## src/sfpi_pkg.sv

```systemverilog
// shared types and constants for the serial flash pin front end
// assumes one core clock; all pins arrive unsynchronised from the master
package sfpi_pkg;

	// lane width of a transfer
	typedef enum logic [1:0] {
		LANE_SINGLE,
		LANE_DUAL,
		LANE_QUAD
	} sfpi_lane_e;

	// serial interface state
	typedef enum logic [1:0] {
		ST_IDLE,
		ST_ACTIVE,
		ST_WAIT_DESEL
	} sfpi_state_e;

	// pins as seen from the master side
	typedef struct packed {
		logic       sck;
		logic       cs_n;
		logic       rst_n;
		logic [3:0] lane;
	} sfpi_pins_s;

	// configuration bits held elsewhere in the device
	typedef struct packed {
		logic       quad_lane_enable_bit;
		logic       pin_function_select_bit;
		logic       quad_command_mode;
		sfpi_lane_e lane_mode;
	} sfpi_cfg_s;

	localparam int          SFPI_BYTE_W      = 8;
	localparam int          SFPI_ADDR_W      = 25;
	localparam int          SFPI_SECTOR_LOG2 = 12;
	localparam int          SFPI_BLK32_LOG2  = 15;
	localparam int          SFPI_BLK64_LOG2  = 16;
	localparam logic [3:0]  SFPI_CNT_BYTE    = 4'h8;
	localparam logic [3:0]  SFPI_LANES_OFF   = 4'hf;
	localparam logic [3:0]  SFPI_ZERO4       = 4'h0;
	localparam logic [7:0]  SFPI_ZERO8       = 8'h00;
	localparam sfpi_pins_s  SFPI_PINS_RESET  = 7'h3f;
	localparam sfpi_state_e SFPI_STATE_RESET = ST_WAIT_DESEL;

endpackage

```

## src/sfpi_core.sv

```systemverilog
// serial flash pin front end: lane roles, pause, hardware reset, shifting
// assumes master pins are asynchronous and sck is far slower than the core
`timescale 1ns/1ps
module sfpi_core #(
	parameter bit DEDICATED_RESET = 1'b0,
	parameter int ADDR_W          = 25
) (
	input  wire logic                             I_CORE_CLK,    // core clock
	input  wire logic                             I_RESET_N,     // async reset
	input  wire sfpi_pkg::sfpi_pins_s             I_PINS,        // master pins
	input  wire sfpi_pkg::sfpi_cfg_s              I_CFG,         // lane config
	input  wire logic                             I_TX_EN,       // drive out
	input  wire logic [7:0]                       I_TX_DATA,     // next byte
	input  wire logic [ADDR_W-1:0]                I_ADDR,        // array addr
	output logic [3:0]                            O_LANE_OUT,    // lane data
	output logic [3:0]                            O_LANE_OE_N,   // low drives
	output logic [7:0]                            O_RX_DATA,     // rx byte
	output logic                                  O_RX_VALID,    // rx pulse
	output logic                                  O_TX_LOAD,     // tx taken
	output logic                                  O_PAUSED,      // frozen
	output logic                                  O_HW_RESET,    // reset mode
	output logic                                  O_SELECTED,    // active
	output logic [ADDR_W-13:0]                    O_SECTOR_IDX,  // 4K sector
	output logic [ADDR_W-16:0]                    O_BLOCK32_IDX, // 32K block
	output logic [ADDR_W-17:0]                    O_BLOCK64_IDX  // 64K block
);
	import sfpi_pkg::*;

	// refuse an array no wider than one 64 Kbyte block
	if (ADDR_W <= SFPI_BLK64_LOG2) begin : g_bad_addr
		$error("ADDR_W must exceed the 64 Kbyte block width");
	end

	// bits moved per clock edge
	function automatic logic [2:0] lane_width(input sfpi_lane_e m);
		case (m)
			LANE_DUAL: lane_width = 3'h2;
			LANE_QUAD: lane_width = 3'h4;
			default:   lane_width = 3'h1;
		endcase
	endfunction

	// shift inbound lanes into the byte, msb first
	function automatic logic [7:0] shift_in(input logic [7:0] sh,
		input logic [3:0] ln, input sfpi_lane_e m);
		case (m)
			LANE_DUAL: shift_in = {sh[5:0], ln[1:0]};
			LANE_QUAD: shift_in = {sh[3:0], ln};
			default:   shift_in = {sh[6:0], ln[0]};
		endcase
	endfunction

	// top bits of a byte placed on the outbound lanes
	function automatic logic [3:0] lanes_from(input logic [7:0] d,
		input sfpi_lane_e m);
		case (m)
			LANE_DUAL: lanes_from = {2'h0, d[7:6]};
			LANE_QUAD: lanes_from = d[7:4];
			default:   lanes_from = {2'h0, d[7], 1'h0};
		endcase
	endfunction

	// lanes driven by the device in each width
	function automatic logic [3:0] lane_drive(input sfpi_lane_e m);
		case (m)
			LANE_DUAL: lane_drive = 4'h3;
			LANE_QUAD: lane_drive = 4'hf;
			default:   lane_drive = 4'h2;
		endcase
	endfunction

	sfpi_pins_s  pin_s1;
	sfpi_pins_s  pin_s2;
	logic        sck_d;
	sfpi_state_e state;
	sfpi_state_e next_state;
	logic [7:0]  rx_sh;
	logic [7:0]  next_rx_sh;
	logic [3:0]  rx_cnt;
	logic [3:0]  next_rx_cnt;
	logic [7:0]  tx_sh;
	logic [7:0]  next_tx_sh;
	logic [3:0]  tx_cnt;
	logic [3:0]  next_tx_cnt;
	logic        seen_rise;
	logic        next_seen_rise;
	logic        driving;
	logic        next_driving;
	logic [3:0]  drive_mask;
	logic [3:0]  next_drive_mask;
	logic [3:0]  next_lane_out;
	logic [3:0]  next_lane_oe_n;
	logic [7:0]  next_rx_data;
	logic        next_rx_valid;
	logic        next_tx_load;
	logic        pause_sel;
	logic        pause_now;
	logic        hw_rst;
	logic        sck_rise;
	logic        sck_fall;
	logic [2:0]  width;
	logic [7:0]  tx_word;
	logic [3:0]  rx_sum;
	logic [3:0]  tx_sum;
	sfpi_lane_e  mode;

	// two-stage synchroniser on every master pin, plus clock history
	always_ff @(posedge I_CORE_CLK or negedge I_RESET_N) begin
		if (!I_RESET_N) begin
			pin_s1 <= SFPI_PINS_RESET;
			pin_s2 <= SFPI_PINS_RESET;
			sck_d  <= 1'b0;
		end else begin
			pin_s1 <= I_PINS;
			pin_s2 <= pin_s1;
			sck_d  <= pin_s2.sck;
		end
	end

	// pin roles, effective lane width and clock edges
	always_comb begin
		pause_sel = ~I_CFG.quad_lane_enable_bit &
			(DEDICATED_RESET | ~I_CFG.pin_function_select_bit);
		if (DEDICATED_RESET)
			hw_rst = ~pin_s2.rst_n;
		else
			hw_rst = ~I_CFG.quad_lane_enable_bit &
				I_CFG.pin_function_select_bit & ~pin_s2.lane[3];
		pause_now = pause_sel & ~pin_s2.lane[3] & ~pin_s2.cs_n;
		if (I_CFG.quad_lane_enable_bit && (I_CFG.quad_command_mode ||
			I_CFG.lane_mode == LANE_QUAD))
			mode = LANE_QUAD;
		else if (I_CFG.lane_mode == LANE_DUAL)
			mode = LANE_DUAL;
		else
			mode = LANE_SINGLE;
		width    = lane_width(mode);
		sck_rise = pin_s2.sck & ~sck_d;
		sck_fall = ~pin_s2.sck & sck_d;
	end

	// serial sequence: shifting, pause freeze, reset and deselect
	always_comb begin
		next_state      = state;
		next_rx_sh      = rx_sh;
		next_rx_cnt     = rx_cnt;
		next_tx_sh      = tx_sh;
		next_tx_cnt     = tx_cnt;
		next_seen_rise  = seen_rise;
		next_driving    = driving;
		next_drive_mask = drive_mask;
		next_lane_out   = O_LANE_OUT;
		next_rx_data    = O_RX_DATA;
		next_rx_valid   = 1'b0;
		next_tx_load    = 1'b0;
		tx_word         = tx_sh;
		rx_sum          = rx_cnt + {1'b0, width};
		tx_sum          = tx_cnt + {1'b0, width};
		if (hw_rst) begin
			next_state     = ST_WAIT_DESEL;
			next_rx_cnt    = SFPI_ZERO4;
			next_tx_cnt    = SFPI_ZERO4;
			next_seen_rise = 1'b0;
			next_driving   = 1'b0;
		end else if (pin_s2.cs_n) begin
			next_state     = ST_IDLE;
			next_rx_cnt    = SFPI_ZERO4;
			next_tx_cnt    = SFPI_ZERO4;
			next_seen_rise = 1'b0;
			next_driving   = 1'b0;
		end else begin
			case (state)
				ST_IDLE: begin
					next_state = ST_ACTIVE;                   // select edge
				end
				ST_ACTIVE: begin
					if (pause_now) begin
						next_state = ST_ACTIVE;
					end else if (sck_rise) begin
						next_seen_rise = 1'b1;
						next_rx_sh = shift_in(rx_sh, pin_s2.lane, mode);
						next_rx_cnt = rx_sum;
						if (rx_sum >= SFPI_CNT_BYTE) begin
							next_rx_cnt   = SFPI_ZERO4;
							next_rx_data  = next_rx_sh;
							next_rx_valid = 1'b1;
						end
						if (!I_TX_EN)
							next_driving = 1'b0;
					end else if (sck_fall && seen_rise && I_TX_EN) begin
						if (tx_cnt == SFPI_ZERO4) begin
							tx_word      = I_TX_DATA;
							next_tx_load = 1'b1;
						end
						next_lane_out   = lanes_from(tx_word, mode);
						next_tx_sh      = tx_word << width;
						next_tx_cnt     = (tx_sum >= SFPI_CNT_BYTE) ?
							SFPI_ZERO4 : tx_sum;
						next_driving    = 1'b1;
						next_drive_mask = lane_drive(mode);
					end
				end
				ST_WAIT_DESEL: begin
					next_state = ST_WAIT_DESEL;
				end
				default: begin
					next_state = ST_WAIT_DESEL;
				end
			endcase
		end
		// enables open only while selected, not paused and not in reset
		if (next_driving && !pause_now && !hw_rst && !pin_s2.cs_n)
			next_lane_oe_n = ~next_drive_mask;
		else
			next_lane_oe_n = SFPI_LANES_OFF;
	end

	// register the sequence and every port except the sector and block numbers
	always_ff @(posedge I_CORE_CLK or negedge I_RESET_N) begin
		if (!I_RESET_N) begin
			state       <= SFPI_STATE_RESET;
			rx_sh       <= SFPI_ZERO8;
			rx_cnt      <= SFPI_ZERO4;
			tx_sh       <= SFPI_ZERO8;
			tx_cnt      <= SFPI_ZERO4;
			seen_rise   <= 1'b0;
			driving     <= 1'b0;
			drive_mask  <= SFPI_ZERO4;
			O_LANE_OUT  <= SFPI_ZERO4;
			O_LANE_OE_N <= SFPI_LANES_OFF;
			O_RX_DATA   <= SFPI_ZERO8;
			O_RX_VALID  <= 1'b0;
			O_TX_LOAD   <= 1'b0;
			O_PAUSED    <= 1'b0;
			O_HW_RESET  <= 1'b0;
			O_SELECTED  <= 1'b0;
		end else begin
			state       <= next_state;
			rx_sh       <= next_rx_sh;
			rx_cnt      <= next_rx_cnt;
			tx_sh       <= next_tx_sh;
			tx_cnt      <= next_tx_cnt;
			seen_rise   <= next_seen_rise;
			driving     <= next_driving;
			drive_mask  <= next_drive_mask;
			O_LANE_OUT  <= next_lane_out;
			O_LANE_OE_N <= next_lane_oe_n;
			O_RX_DATA   <= next_rx_data;
			O_RX_VALID  <= next_rx_valid;
			O_TX_LOAD   <= next_tx_load;
			O_PAUSED    <= pause_now;
			O_HW_RESET  <= hw_rst;
			O_SELECTED  <= (next_state == ST_ACTIVE);
		end
	end

	// sector and block numbers of the presented array address
	always_ff @(posedge I_CORE_CLK or negedge I_RESET_N) begin
		if (!I_RESET_N) begin
			O_SECTOR_IDX  <= '0;
			O_BLOCK32_IDX <= '0;
			O_BLOCK64_IDX <= '0;
		end else begin
			O_SECTOR_IDX  <= I_ADDR[ADDR_W-1:SFPI_SECTOR_LOG2];
			O_BLOCK32_IDX <= I_ADDR[ADDR_W-1:SFPI_BLK32_LOG2];
			O_BLOCK64_IDX <= I_ADDR[ADDR_W-1:SFPI_BLK64_LOG2];
		end
	end
endmodule

```

## config.mk

```make
export PLATFORM = sky130hd
export DESIGN_NAME = sfpi_core
export DESIGN_NICKNAME = d
export VERILOG_FILES = /design/src/sfpi_pkg.sv /design/src/sfpi_core.sv
export SDC_FILE = /design/constraint.sdc
export NUM_CORES = 1
export LEC_CHECK = 0
export BUFFER_PORTS_ARGS = -buffer_cell sky130_fd_sc_hd__buf_2
export CORE_ASPECT_RATIO = 1.4
export CORE_MARGIN = 2
export CORE_UTILIZATION = 53
export CTS_BUF_LIST = sky130_fd_sc_hd__clkbuf_4
export DETAILED_ROUTE_END_ITERATION = 10
export GPL_TIMING_DRIVEN = 0
export HOLD_SLACK_MARGIN = 0.15
export PLACE_DENSITY = 0.82
export SYNTH_ARGS = -nofsm -noshare
export SYNTH_HDL_FRONTEND = slang
export SYNTH_SLANG_ARGS = --single-unit
```

## constraint.sdc

```tcl
create_clock -name I_CORE_CLK -period 2.3 [get_ports I_CORE_CLK]
set_clock_uncertainty 0.05 [all_clocks]
set_input_delay 0.345 -clock I_CORE_CLK [delete_from_list [all_inputs] [get_ports I_CORE_CLK]]
set_output_delay 0.345 -clock I_CORE_CLK [all_outputs]
set_load 0.005 [all_outputs]
```

==> impl_metrics.toml <==
[synthesis]
synth_enable_flop_cells = 0
syn_nets = 326
syn_area_mm2 = 0.003313
ys_top_cells_by_area = "dfrtp_1, dfstp_2, mux2_2"
synth_async_sr_flop_share_pct = 100.0
synth_cell_types = 42
yosysTopAreaCellShare_pct = 47.58
seq_area_frac_synth_pct = 59.48
syn_inst = 270
synth-main-ff-cell = "dfrtp_1"
yosys.area.top_type = "dfrtp_1"
synth.avg_cell_area_um2 = 12.27
ys_seq_elements = 78
yosys_warnings = 0

[critical_path]
arrival_ps = 2390
crit_fanout = 9
startpoint_type = "input pin"
cp.required_ps = 2560
worstSetupPathType = "input pin to register"
r2r_setup_slack_ps = 390
end_kind = "register"

[worst_hold_path]
hp-class = "input pin to register"

[cells_and_area]
fin_area_mm2 = 0.004219
nNetsFinal = 448
final_common_cell = "buf_2"
final_cell_mix = "buf_2, dfrtp_1, nand2_1"
final.fill_count = 461
layout-drive-gt1-share_pct = 42.82
insertedDiodeCount = 0
area_delta_synth_final_pct = 27.34

[sta]
tns_ps = 0
tightest_slew_ps = 564.5
relSlewSlack_pct = 62.24
hold_viol = 0
fin_crit_ps = 2136
fin_crit_sh_pct = 92.86
setup_viol_count_final = 0
whs_ps = 245.0
finalMaxSlewViolations = 0
rsz0062_at_grt = "no"
fmax_mhz = 468.2

[clock_network]
numCtsBuffers = 9
clkTransAtPathRegs_ps = 120
htree_levels = 3
clk_latency_ps = 420
ctsLongestPathBuffers = 2
cts_sinks = 78
cts_tree = "built"
root_buffer = "clkbuf_4"

[power_and_ir_drop]
pwr-share-comb_pct = 13.2
ir_drop_mv = 0.4142
p_switching_mw = 0.6444
p_per_area_mw_per_mm2 = 603.1
p_int_mw = 1.900
clkPwrFrac_pct = 27.4
p_seq_share_pct = 59.4
p_leak_nw = 2.273
p_sw_share_pct = 25.33

[global_routing]
grt_pass1_wl_um = 10760
track_usage_pct = 19.89
grt_max_degree = 50
antenna_found_initial = 0
grt_pass1_vias = 2401
grt.overflow.total = 0

[placement]
place_congestion = 0.8760
io_buffer_count = 87
placed_area_mm2 = 0.003870
hpwlAfterDp_um = 4600

[routing]
viasPerCell = 5.179
drc = 0
avgRoutedWirePerCell_um = 13.95
firstDrtPassIters = 4
postRouteAntennaNets = 0
drt_iter0_drc = 155
totalWireLength_um = 6544
vias = 2429

[floorplanning]
num_io_pins = 101
core_area_mm2 = 0.006126
start_util_pct = 54.08
die_area_mm2 = 0.006908
die_h_um = 97.55
core.rowCount = 34
die_w_um = 70.82

[status]
status = "complete, no violations"

[job]
maxCapViolCount = 0
-- timing repair --
item | in CTS | in global routing
endpoints found under the setup margin | 0 | 8
hold buffers | 22 | 0
setup buffers | 0 | 1
endpoints found under the hold margin | 55 | 0
gates resized for setup | 0 | 2
-- final cells by class --
class	count	area (um^2)	area share [%]
Multi-Input combinational cell	155	1135	26.90
Tap cell	72	90.09	2.135
Timing Repair Buffer	111	693.2	16.43
Buffer	28	185.2	4.389
Clock buffer	13	97.59	2.313
Clock inverter	3	13.76	0.3262
Sequential cell	78	1971	46.71
Inverter	9	33.78	0.8007
-- power groups by stage --
stage / registers, mW / clock network, mW / logic [mW]
floorplan: 1.53 / 0 / 0.176
global placement: 1.53 / 0 / 0.291
detailed placement: 1.54 / 0 / 0.309
CTS: 1.51 / 0.723 / 0.337
global route: 1.52 / 0.775 / 0.369
finish: 1.51 / 0.697 / 0.335
-- worst max-delay path, cell delays in order --
cell	delay, ps
buf_2	110
nor2b_1	130
o21ai_2	250
nand2_2	150
inv_1	150
ha_1	250
a21o_1	150
a21oi_1	220
xnor2_2	170
nand2_4	140
mux2_2	330
-- metal layers --
layer / global-route usage, % / vias up / wire (um)
met4: 11.03 / 0 / 165
met3: 3.942 / 14 / 322
li1: - / 1153 / -
met2: 33.57 / 81 / 3573
met5: 0 / - / 0
met1: 23.38 / 1181 / 2482
-- state kept, by name (all words and copies together) (netlist names) --
name and count:
seen_rise 1, rx_cnt 4, O_RX_VALID 1, rx_sh 7, O_TX_LOAD 1, tx_cnt 4, O_BLOCK64_IDX 8, O_SECTOR_IDX 3
O_LANE_OE_N 4, O_LANE_OUT 4, O_HW_RESET 1, O_RX_DATA 8, pin_s2 6, tx_sh 8, O_PAUSED 1, O_SELECTED 1
pin_s1 6, driving 1, O_BLOCK32_IDX 2, drive_mask 4, state 2, sck_d 1
-- cell usage after synthesis (2+ instances only) --
cell type and n:
buf_4 19, dfstp_2 15, nand2b_1 3, fa_1 2, ha_1 6, a22o_1 6
clkbuf_1 3, nand2_1 31, a21oi_1 4, o22a_1 2, inv_1 9, nor2_1 21
mux2_2 16, o22ai_1 2, a32o_1 2, nor2b_1 5, mux2i_1 9, o31ai_1 3
o21ai_0 6, o21a_1 2, a31oi_1 7, and2_1 4, dfrtp_1 63, a21o_1 5
buf_2 6, xnor2_1 3
-- worst paths after layout --
kind | to | from | depth (start not counted)
setup / recovery | O_RX_DATA[0] | I_CFG[1] | 11
hold / removal | O_LANE_OUT[3] | I_TX_DATA[7] | 3
setup reg to reg | O_RX_DATA[0] | rx_cnt[1] | 6
hold reg to reg | pin_s2[5] | pin_s1[5] | 0
max in group asynchronous | pin_s1[5] | I_RESET_N | 3
min in group asynchronous | O_LANE_OUT[2] | I_RESET_N | 2
-- logic make-up after synthesis --
| logic type | count (synthesis) | share of synthesized area (%) |
|---|---|---|
| flip-flops | 78 | 59.48 |
| multiplexers | 25 | 8.157 |
| XOR/XNOR | 4 | 1.058 |
| AND/OR/NAND/NOR | 75 | 12.16 |
| AO/OA/AOI/OAI | 43 | 9.101 |
| adder cells (fa/ha/maj) | 8 | 3.474 |
| buffers and inverters | 37 | 6.571 |
-- through the flow --
step           setup slack [ps]  std cells  utilization, %  power, mW
3_5_place_dp             -387.3        430           63.17      1.845
2_1_floorplan             22.50        270               -      1.702
3_3_place_gp             -324.5        429           62.68      1.824
4_1_cts                   72.15        468           68.59      2.571
6_report                  164.2        469           68.87      2.544
5_1_grt                   23.18        469           68.87      2.668
Power figures use the tool's default switching activity.
